$ cat config.mk
export PLATFORM = sky130hd
export DESIGN_NAME = ocs_clock_select
export DESIGN_NICKNAME = d
export VERILOG_FILES = /design/src/rtl/ocs_clock_select.v
export VERILOG_INCLUDE_DIRS = /design/src /design/src/shared
export SDC_FILE = /design/constraint.sdc
export NUM_CORES = 1
export LEC_CHECK = 0
export ABC_CLOCK_PERIOD_IN_PS = 1500
export BUFFER_PORTS_ARGS = -buffer_cell sky130_fd_sc_hd__buf_2
export CAP_MARGIN = 10
export CORE_ASPECT_RATIO = 0.6
export CORE_MARGIN = 5
export CORE_UTILIZATION = 41
export DETAILED_ROUTE_END_ITERATION = 8
export PLACE_DENSITY_LB_ADDON = 0.08
export SLEW_MARGIN = 0
export SYNTH_ARGS = -nofsm -noshare
export SYNTH_HDL_FRONTEND = slang
export SYNTH_SLANG_ARGS = --single-unit
$ cat constraint.sdc
create_clock -name clk -period 1.5 [get_ports clk]
set_input_delay 0.15 -clock clk [delete_from_list [all_inputs] [get_ports clk]]
set_output_delay 0.15 -clock clk [all_outputs]
set_load 0.005 [all_outputs]
$ cat src/shared/ocs_defines.vh
// Constants for the oscillator clock select block.
// Included by the design file; holds definitions only.
`ifndef OCS_DEFINES_VH
`define OCS_DEFINES_VH

// ==========================================================
// Register indices (byte address is four times the index)
`define OCS_IDX_CLK_CFG 16'h001D
`define OCS_IDX_OPT_BYTE 16'hFFCF
`define OCS_IDX_STATUS 16'h001E
`define OCS_ADDR_W 18

// ==========================================================
// Reset values
`define OCS_CLK_CFG_RST 8'h00
`define OCS_OPT_BYTE_RST 8'h00

// ==========================================================
// Clock option config fields
`define OCS_CFG_TB_SEL_LO 0
`define OCS_CFG_TB_SEL_HI 1
`define OCS_CFG_RC_KEEP 2
`define OCS_CFG_XTAL_KEEP 3
`define OCS_CFG_INT_DIS 4
`define OCS_CFG_MASK 8'h1F

// ==========================================================
// Oscillator option byte fields
`define OCS_OPT_SEL_LO 0
`define OCS_OPT_SEL_HI 1

// ==========================================================
// Status fields
`define OCS_ST_INT_EN 0
`define OCS_ST_RC_EN 1
`define OCS_ST_XTAL_EN 2
`define OCS_ST_STOP 3
`define OCS_ST_MAIN_OK 4
`define OCS_ST_TB_OK 5

// ==========================================================
// Select codes, main reference
`define OCS_MAIN_NONE 2'h0
`define OCS_MAIN_INT 2'h1
`define OCS_MAIN_RC 2'h2
`define OCS_MAIN_XTAL 2'h3

// ==========================================================
// Select codes, timebase reference
`define OCS_TB_INT 2'h0
`define OCS_TB_RC 2'h1
`define OCS_TB_XTAL 2'h2
`define OCS_TB_NONE 2'h3

// ==========================================================
// Source identifiers for the clock mux function
`define OCS_SRC_NONE 2'h0
`define OCS_SRC_INT 2'h1
`define OCS_SRC_RC 2'h2
`define OCS_SRC_XTAL 2'h3

`endif
$ cat src/rtl/ocs_clock_select.v
// Oscillator reference clock selection with an AHB-Lite register slave.
// Assumes oscillator clocks, bus clock and stop request are synchronous
// to clk; a single AHB-Lite master; option byte held static by storage.
//
// Register access over AHB-Lite was left to the implementer.
`timescale 1ns/1ps
`include "ocs_defines.vh"

module ocs_clock_select (
  clk,
  rstn,
  hsel,
  haddr,
  htrans,
  hwrite,
  hsize,
  hwdata,
  hready,
  hreadyout,
  hresp,
  hrdata,
  nv_option_byte,
  stop_mode,
  internal_osc_clock,
  resistor_cap_osc_clock,
  crystal_osc_clock,
  crystal_amp_out,
  bus_clock,
  internal_osc_en,
  rc_osc_en,
  crystal_osc_en,
  main_ref_clock,
  pll_ref_clock,
  timebase_ref_clock,
  watchdog_ref_clock,
  osc_output_pin_o,
  osc_output_pin_oe
);
  input wire clk;
  input wire rstn;
  input wire hsel;
  input wire [`OCS_ADDR_W-1:0] haddr;
  input wire [1:0] htrans;
  input wire hwrite;
  input wire [2:0] hsize;
  input wire [31:0] hwdata;
  input wire hready;
  output wire hreadyout;
  output wire hresp;
  output reg [31:0] hrdata;
  input wire [7:0] nv_option_byte;
  input wire stop_mode;
  input wire internal_osc_clock;
  input wire resistor_cap_osc_clock;
  input wire crystal_osc_clock;
  input wire crystal_amp_out;
  input wire bus_clock;
  output wire internal_osc_en;
  output wire rc_osc_en;
  output wire crystal_osc_en;
  output reg main_ref_clock;
  output reg pll_ref_clock;
  output reg timebase_ref_clock;
  output reg watchdog_ref_clock;
  output reg osc_output_pin_o;
  output reg osc_output_pin_oe;

  // ==========================================================
  // Helpers
  function [`OCS_ADDR_W-1:0] ocs_byte_addr;
    input [15:0] idx;
    begin
      ocs_byte_addr = {idx, 2'b00};
    end
  endfunction

  function ocs_pick;
    input [1:0] src;
    input int_c;
    input rc_c;
    input xt_c;
    begin
      case (src)
        `OCS_SRC_INT: ocs_pick = int_c;
        `OCS_SRC_RC: ocs_pick = rc_c;
        `OCS_SRC_XTAL: ocs_pick = xt_c;
        default: ocs_pick = 1'b0;
      endcase
    end
  endfunction

  // ==========================================================
  // Registers
  reg [7:0] clk_cfg_r;
  reg [7:0] clk_cfg_nxt;
  reg [7:0] opt_byte_r;
  reg opt_loaded_r;
  reg wr_pend_r;
  reg [`OCS_ADDR_W-1:0] wr_addr_r;
  reg [31:0] rdata_nxt;
  wire addr_phase;
  wire [1:0] main_sel;
  wire [1:0] tb_sel;
  wire [7:0] status;
  reg [1:0] main_src;
  reg [1:0] tb_src;

  assign hreadyout = 1'b1;
  assign hresp = 1'b0;
  assign addr_phase = hsel & hready & htrans[1];

  // ==========================================================
  // Option byte capture
  // Taken after reset release so the flop never loads a port in reset
  always @(posedge clk) begin
    if (!rstn) begin
      opt_byte_r <= `OCS_OPT_BYTE_RST;
      opt_loaded_r <= 1'b0;
    end else if (!opt_loaded_r) begin
      opt_byte_r <= nv_option_byte;
      opt_loaded_r <= 1'b1;
    end
  end

  assign main_sel = {opt_byte_r[`OCS_OPT_SEL_HI],
                     opt_byte_r[`OCS_OPT_SEL_LO]};
  assign tb_sel = {clk_cfg_r[`OCS_CFG_TB_SEL_HI],
                   clk_cfg_r[`OCS_CFG_TB_SEL_LO]};

  // ==========================================================
  // Bus slave, zero wait states
  always @(posedge clk) begin
    if (!rstn) begin
      wr_pend_r <= 1'b0;
      wr_addr_r <= {`OCS_ADDR_W{1'b0}};
    end else begin
      wr_pend_r <= addr_phase & hwrite;
      wr_addr_r <= haddr;
    end
  end

  always @* begin
    clk_cfg_nxt = clk_cfg_r;
    if (wr_pend_r &&
        wr_addr_r == ocs_byte_addr(`OCS_IDX_CLK_CFG)) begin
      clk_cfg_nxt = hwdata[7:0] & `OCS_CFG_MASK;
    end
  end

  always @(posedge clk) begin
    if (!rstn) begin
      clk_cfg_r <= `OCS_CLK_CFG_RST;
    end else begin
      clk_cfg_r <= clk_cfg_nxt;
    end
  end

  // Read data prepared in the address phase; config read sees the
  // value after any write completing in the same cycle
  always @* begin
    rdata_nxt = 32'h00000000;
    if (haddr == ocs_byte_addr(`OCS_IDX_CLK_CFG)) begin
      rdata_nxt = {24'h000000, clk_cfg_nxt};
    end else if (haddr == ocs_byte_addr(`OCS_IDX_OPT_BYTE)) begin
      rdata_nxt = {24'h000000, opt_byte_r};
    end else if (haddr == ocs_byte_addr(`OCS_IDX_STATUS)) begin
      rdata_nxt = {24'h000000, status};
    end
  end

  always @(posedge clk) begin
    if (!rstn) begin
      hrdata <= 32'h00000000;
    end else if (addr_phase && !hwrite) begin
      hrdata <= rdata_nxt;
    end
  end

  // ==========================================================
  // Oscillator enables
  // Internal on out of reset
  // Stop gates internal only with disable bit
  assign internal_osc_en = !rstn ? 1'b1 :
    !(stop_mode & clk_cfg_r[`OCS_CFG_INT_DIS]);

  // Only the selected one of RC and crystal
  // Stop halts unless keep bit set
  assign rc_osc_en = rstn & opt_loaded_r &&
    main_sel == `OCS_MAIN_RC &&
    (!stop_mode || clk_cfg_r[`OCS_CFG_RC_KEEP]);
  assign crystal_osc_en = rstn & opt_loaded_r &&
    main_sel == `OCS_MAIN_XTAL &&
    (!stop_mode || clk_cfg_r[`OCS_CFG_XTAL_KEEP]);

  assign status = {2'b00,
                   tb_src != `OCS_SRC_NONE,
                   main_src != `OCS_SRC_NONE,
                   stop_mode,
                   crystal_osc_en,
                   rc_osc_en,
                   internal_osc_en};

  // ==========================================================
  // Source decode
  always @* begin
    case (main_sel)
      `OCS_MAIN_INT: main_src = `OCS_SRC_INT;
      `OCS_MAIN_RC: main_src = `OCS_SRC_RC;
      `OCS_MAIN_XTAL: main_src = `OCS_SRC_XTAL;
      default: main_src = `OCS_SRC_NONE;
    endcase
    // External sources only if also main
    case (tb_sel)
      `OCS_TB_INT: tb_src = `OCS_SRC_INT;
      `OCS_TB_RC: tb_src = (main_sel == `OCS_MAIN_RC) ?
                           `OCS_SRC_RC : `OCS_SRC_NONE;
      `OCS_TB_XTAL: tb_src = (main_sel == `OCS_MAIN_XTAL) ?
                             `OCS_SRC_XTAL : `OCS_SRC_NONE;
      default: tb_src = `OCS_SRC_NONE;
    endcase
  end

  // ==========================================================
  // Clock outputs
  // Registered muxing trades one cycle of delay for glitch-free edges;
  // a disabled oscillator simply contributes a held-low level
  always @(posedge clk) begin
    if (!rstn) begin
      main_ref_clock <= 1'b0;
      pll_ref_clock <= 1'b0;
      timebase_ref_clock <= 1'b0;
      watchdog_ref_clock <= 1'b0;
    end else begin
      main_ref_clock <= ocs_pick(main_src,
        internal_osc_clock & internal_osc_en,
        resistor_cap_osc_clock & rc_osc_en,
        crystal_osc_clock & crystal_osc_en);
      pll_ref_clock <= main_ref_clock;
      timebase_ref_clock <= ocs_pick(tb_src,
        internal_osc_clock & internal_osc_en,
        resistor_cap_osc_clock & rc_osc_en,
        crystal_osc_clock & crystal_osc_en);
      watchdog_ref_clock <= internal_osc_clock & internal_osc_en;
    end
  end

  // ==========================================================
  // Second oscillator pin
  always @(posedge clk) begin
    if (!rstn) begin
      osc_output_pin_o <= 1'b0;
      osc_output_pin_oe <= 1'b0;
    end else begin
      case (main_src)
        `OCS_SRC_INT,
        `OCS_SRC_RC: begin
          osc_output_pin_o <= bus_clock;
          osc_output_pin_oe <= 1'b1;
        end
        `OCS_SRC_XTAL: begin
          osc_output_pin_o <= crystal_amp_out;
          osc_output_pin_oe <= 1'b1;
        end
        default: begin
          osc_output_pin_o <= 1'b0;
          osc_output_pin_oe <= 1'b0;
        end
      endcase
    end
  end

endmodule // ocs_clock_select

# Word-level counts from Yosys, hierarchy flattened

Index checks and enable logic that the tools add are counted.

Equal/unequal tests: 15
Bitwise operators: 8
Mux-type cells: 14
Reductions and logical operators: 16

Operators with widths:

| cell                                                  | count |
|---|---|
| equality test 18 x 7 -> 1 bit (second input constant) | 3 |
| two-way mux 8 bit                                     | 3 |
| equality test 18 bit (second input constant)          | 1 |
| equality test 2 bit (second input constant)           | 7 |
| one-hot mux 2 bit (3 select lines)                    | 2 |
| bitwise AND 1 bit                                     | 8 |
| equality test 2 x 1 -> 1 bit (second input constant)  | 4 |
| logical AND 1 bit                                     | 6 |
| two-way mux 6 bit                                     | 1 |
| one-hot mux 1 bit (3 select lines)                    | 2 |
| two-way mux 2 bit                                     | 2 |
| nonzero test 2 bit                                    | 2 |
| logical NOT 1 bit                                     | 3 |
| two-way mux 1 bit                                     | 3 |
| OR reduction 3 bit                                    | 1 |
| logical NOT 2 bit                                     | 1 |
| logical OR 1 bit                                      | 2 |
| one-hot mux 1 bit (2 select lines)                    | 1 |
| OR reduction 2 bit                                    | 1 |

Register bits after elaboration: 74
Logic and storage cells: 65
Input bits: 74

# Longest topological paths before layout

Depth in word-level cells: 7
Mapped depth: 7

# Least setup slack after synthesis

No wires, ideal clock.

Kind: register to register
Start: register opt_byte_r[0]
End: register hrdata[1]
Data required time: 1.383 ns
Setup slack: 0.038 ns
Cell stages (with the launch flop): 8
Path buffers: 0
Period minus slack after synthesis: 1.462 ns
Library setup time: 0.117 ns
Arrival time: 1.344 ns
Path through: dfxtp_1 -> inv_1 -> ha_1 -> and3_1 -> a31oi_1 -> o32a_2 -> nor2_1 -> a32o_1

Word-level cells in the longest chain between the ends: 6

RTL lines:

| item                        | RTL line               | source |
|---|---|---|
| from (decl)                 | ocs_clock_select.v:96  | `reg [7:0] opt_byte_r;` |
| from (signal assigned)      | ocs_clock_select.v:117 | `` opt_byte_r <= `OCS_OPT_BYTE_RST; `` |
| from (signal assigned)      | ocs_clock_select.v:120 | `opt_byte_r <= nv_option_byte;` |
| equality test 2 bit         | -                      |  |
| logical AND 1 bit (no line) | -                      |  |
| logical AND 1 bit           | ocs_clock_select.v:188 | `assign rc_osc_en = rstn & opt_loaded_r &&` |
| two-way mux 6 bit           | ocs_clock_select.v:166 | `` end else if (haddr == ocs_byte_addr(`OCS_IDX_STATUS)) begin `` |
| two-way mux 8 bit           | ocs_clock_select.v:164 | `` end else if (haddr == ocs_byte_addr(`OCS_IDX_OPT_BYTE)) begin `` |
| two-way mux 8 bit           | ocs_clock_select.v:162 | `` if (haddr == ocs_byte_addr(`OCS_IDX_CLK_CFG)) begin `` |
| to (signal assigned)        | ocs_clock_select.v:175 | `hrdata <= rdata_nxt;` |
| to (decl)                   | ocs_clock_select.v:50  | `output reg [31:0] hrdata;` |

Every way passes these cells.
A chain may end at the register's enable or synchronous reset.

# Worst setup path after layout

Start: register wr_addr_r[9]
End: register clk_cfg_r[0]

Word-level cells in the longest chain between the ends: 3

RTL lines:

| item                          | RTL line               | source |
|---|---|---|
| from (decl)                   | ocs_clock_select.v:99  | `` reg [`OCS_ADDR_W-1:0] wr_addr_r; `` |
| from (signal assigned)        | ocs_clock_select.v:135 | `` wr_addr_r <= {`OCS_ADDR_W{1'b0}}; `` |
| from (signal assigned)        | ocs_clock_select.v:138 | `wr_addr_r <= haddr;` |
| equality test 18 x 7 -> 1 bit | ocs_clock_select.v:145 | `` wr_addr_r == ocs_byte_addr(`OCS_IDX_CLK_CFG)) begin `` |
| logical AND 1 bit             | ocs_clock_select.v:144 | `if (wr_pend_r &&` |
| two-way mux 8 bit             | ocs_clock_select.v:144 |  |
| to (signal assigned)          | ocs_clock_select.v:152 | `` clk_cfg_r <= `OCS_CLK_CFG_RST; `` |
| to (signal assigned)          | ocs_clock_select.v:154 | `clk_cfg_r <= clk_cfg_nxt;` |
| to (decl)                     | ocs_clock_select.v:94  | `reg [7:0] clk_cfg_r;` |

Every way passes these cells.

==> impl_metrics.toml <==
[worst_setup_path]
r2r_setup_slack_ns = -0.06
crit_path_max_fanout = 5
cp_slowest_cell = "dfxtp_2"
cpLargestDelayFamily = "simple AND/OR/NAND/NOR gates"
max_stage_delay_ns = 0.34
cp_num_buf_inv = 2
worst-setup-path-type = "flip-flop to flip-flop"
crit_chain = "nor4_4, buf_4, and4_4, nand2_8, buf_6, mux2i_1, nor2b_1"
critPathCaptureType = "flip-flop"
cp_data_required_time_ns = 1.70
cp-start-kind = "flip-flop"
arrival_ns = 1.76

[run]
cap_violations = 0

[yosys]
yosysSeqAreaShare_pct = 42.2
yosysWarnings = 0
synth_flop_cell = "dfxtp_1"
syn_inst = 243
synth_top_area_cell = "dfxtp_1"
synth-edff-count = 0
syn_area_mm2 = 0.00237
ys_seq_elements = 50
syn_avg_cell_area_um2 = 9.77
synth_cell_type_count = 47
synth_top_cell_area_share_pct = 42.2
ys_async_sr_fraction_pct = 0
synthTopCellsByArea = "dfxtp_1 (42%), buf_4 (8.5%), and2_1 (5.5%)"

[cts]
cts.sinks = 50
h-tree-depth = 2
cts.path.max_buffers = 2
cts_tree = "done"
root_buffer = "clkbuf_8"
cts-buffers-inserted = 5
worst_skew_pair.late_latency_ns = 0.31
cts.clk_slew.worst_paths_ns = 0.09

[grt]
grt.overflow.total = 0
antenna_found_initial = 0
grt_pass1_vias = 1737
grt_start_max_net_pins = 36
grt_pass1_wl_um = 8480
grt.total_usage_pct = 14.8

[cells_and_area]
final_cell_mix = "buf_2 (58), dfxtp_1 (46), conb_1 (26)"
multi_input_area_mm2 = 0.00133
mostFrequentLayoutCell = "buf_2"
fillers = 562
nets = 397
n_antenna_cell = 0
synthToLayoutAreaGrowth_pct = 27.0
register_area_mm2 = 0.00101
drive_gt1_share_pct = 39.8

[timing]
setup_tns_ns = -0.192
drv_slew = 0
fmax_mhz = 642
fin_crit_ns = 1.56
hold_viol_final = 0
worst_pin_slew_ns = 0.534
hold_ws_ns = 0.0533
period_share_pct = 104
setup_viol = 8
rsz0062_at_grt = "true"
worst_slack_ns = -0.0571
finalClockSkew_ns = 0.0108
slew_headroom_pct = 64.3

[placed_design]
dp_slack_ns = -0.103
port_buffers = 59
hpwl_um = 4320
routabilityCongestion = 0.810

[die]
fp-row-count = 21
start_util_pct = 42.4
fp.dieH_um = 68.9
core_area_mm2 = 0.00560
ios = 117
dieArea_mm2 = 0.00746
die_w_um = 108

[min_path]
min_path_type = "input pin to flip-flop"

[power]
power_density_mw_per_mm2 = 886
cellLeakagePower_nw = 1.31
ir_worst_vdd_uv = 432

[detailed_routing]
wl_per_cell_um = 14.3
initialDrtViolationCount = 60
antenna_left = 0
num_vias = 1878
via_per_inst = 4.71
wl_um = 5700
drc_errors = 0
firstDrtPassIters = 4

[run_status]
outcome = "finished with violations"
violations = "negative setup slack"
## path summary, 6_finish.rpt
kind / startpoint / to / cells past startpoint
worst min-delay path: haddr[5] / wr_addr_r[5] / 2
worst max-delay path: wr_addr_r[9] / clk_cfg_r[0] / 7
worst min register to register: main_ref_clock / pll_ref_clock / 1
worst max register to register: wr_addr_r[9] / clk_cfg_r[0] / 7
## per-layer routing
metal / vias to the layer above / track usage (%) / share of wire, %
met5: - / 0 / 0
met4: 0 / 2.83 / 0.58
met3: 7 / 4.74 / 7.7
met2: 55 / 20.8 / 39
met1: 866 / 22.0 / 53
li1: 950 / - / -
## cells in the mapped netlist, types with 2 or more instances
cell      number
dfxtp_1       50
buf_4         27
and2_1        21
nor2b_1       13
nand3_1       12
mux2i_1       11
a21oi_1        8
nor2_1         8
o21ai_0        8
and3_1         7
clkbuf_1       6
nand2_1        6
nand4_1        6
ha_1           5
nand2b_1       5
inv_1          3
o22ai_1        3
o32a_2         3
a211oi_1       2
a21boi_0       2
a31oi_1        2
a32o_1         2
and3b_2        2
conb_1         2
nor3b_1        2
nor4_1         2
nor4_2         2
nor4b_4        2
or2_2          2
or3_1          2
## worst reg2reg max path, delay by kind of cell, from the launching register on
family                 cells  cell delay [ns]
and+or+nand+nor            4             0.66
DFF                        1             0.34
buffers and inverters      2             0.32
muxes                      1             0.14
## where the power goes
part | total, W | switching [W] | internal (W)
sequential | 0.00141 | 0.0000279 | 0.00138
clock | 0.000983 | 0.000475 | 0.000508
combinational | 0.000282 | 0.000143 | 0.000139
total | 0.00267 | 0.000645 | 0.00203
## metrics by stage
stage	area [µm²]	power, W	util [%]	instances
final	3010	0.00267	53.9	399
after global routing	3010	0.00280	53.9	399
after CTS	2900	0.00269	51.8	398
after detailed placement	2750	0.00170	49.1	389
after global placement	2750	0.00170	49.1	389
after floorplan	2460	0.00161	-	267
## sequential cells by signal, indices dropped and copies added, names as in the netlist, 8 cells and up
register / count
opt_byte_r: 8
hrdata: 8
wr_addr_r: 18
clk_cfg_r: 8
## layout make-up
cell class	instances	area share, %
tap	80	3.32
multi-input combinational	180	44.0
timing repair buffer	78	15.0
inverter	3	0.374
clock buffer	5	2.28
clock inverter	3	1.62
sequential	50	33.5
## repair_timing
item / in CTS / in global routing
buffers inserted: 1 / 1
gates resized for setup: 7 / 27
pin swaps: 1 / 13
hold buffers: 0 / 0
endpoints found under the setup margin: 16 / 19
## cells by family (layout without fill, tap and decap cells)
logic type | count (synthesis) | after routing | share of synthesized area (%)
muxes | 12 | 12 | 5.11
buffers and inverters | 37 | 89 | 10.4
other | 2 | 26 | 0.316
DFF | 50 | 50 | 42.2
and+or+nand+nor | 103 | 103 | 29.6
adders and majority gates | 5 | 5 | 2.64
AOI/OAI and AO/OA | 34 | 34 | 9.70
Note: power is estimated with default switching activity, not from simulation.
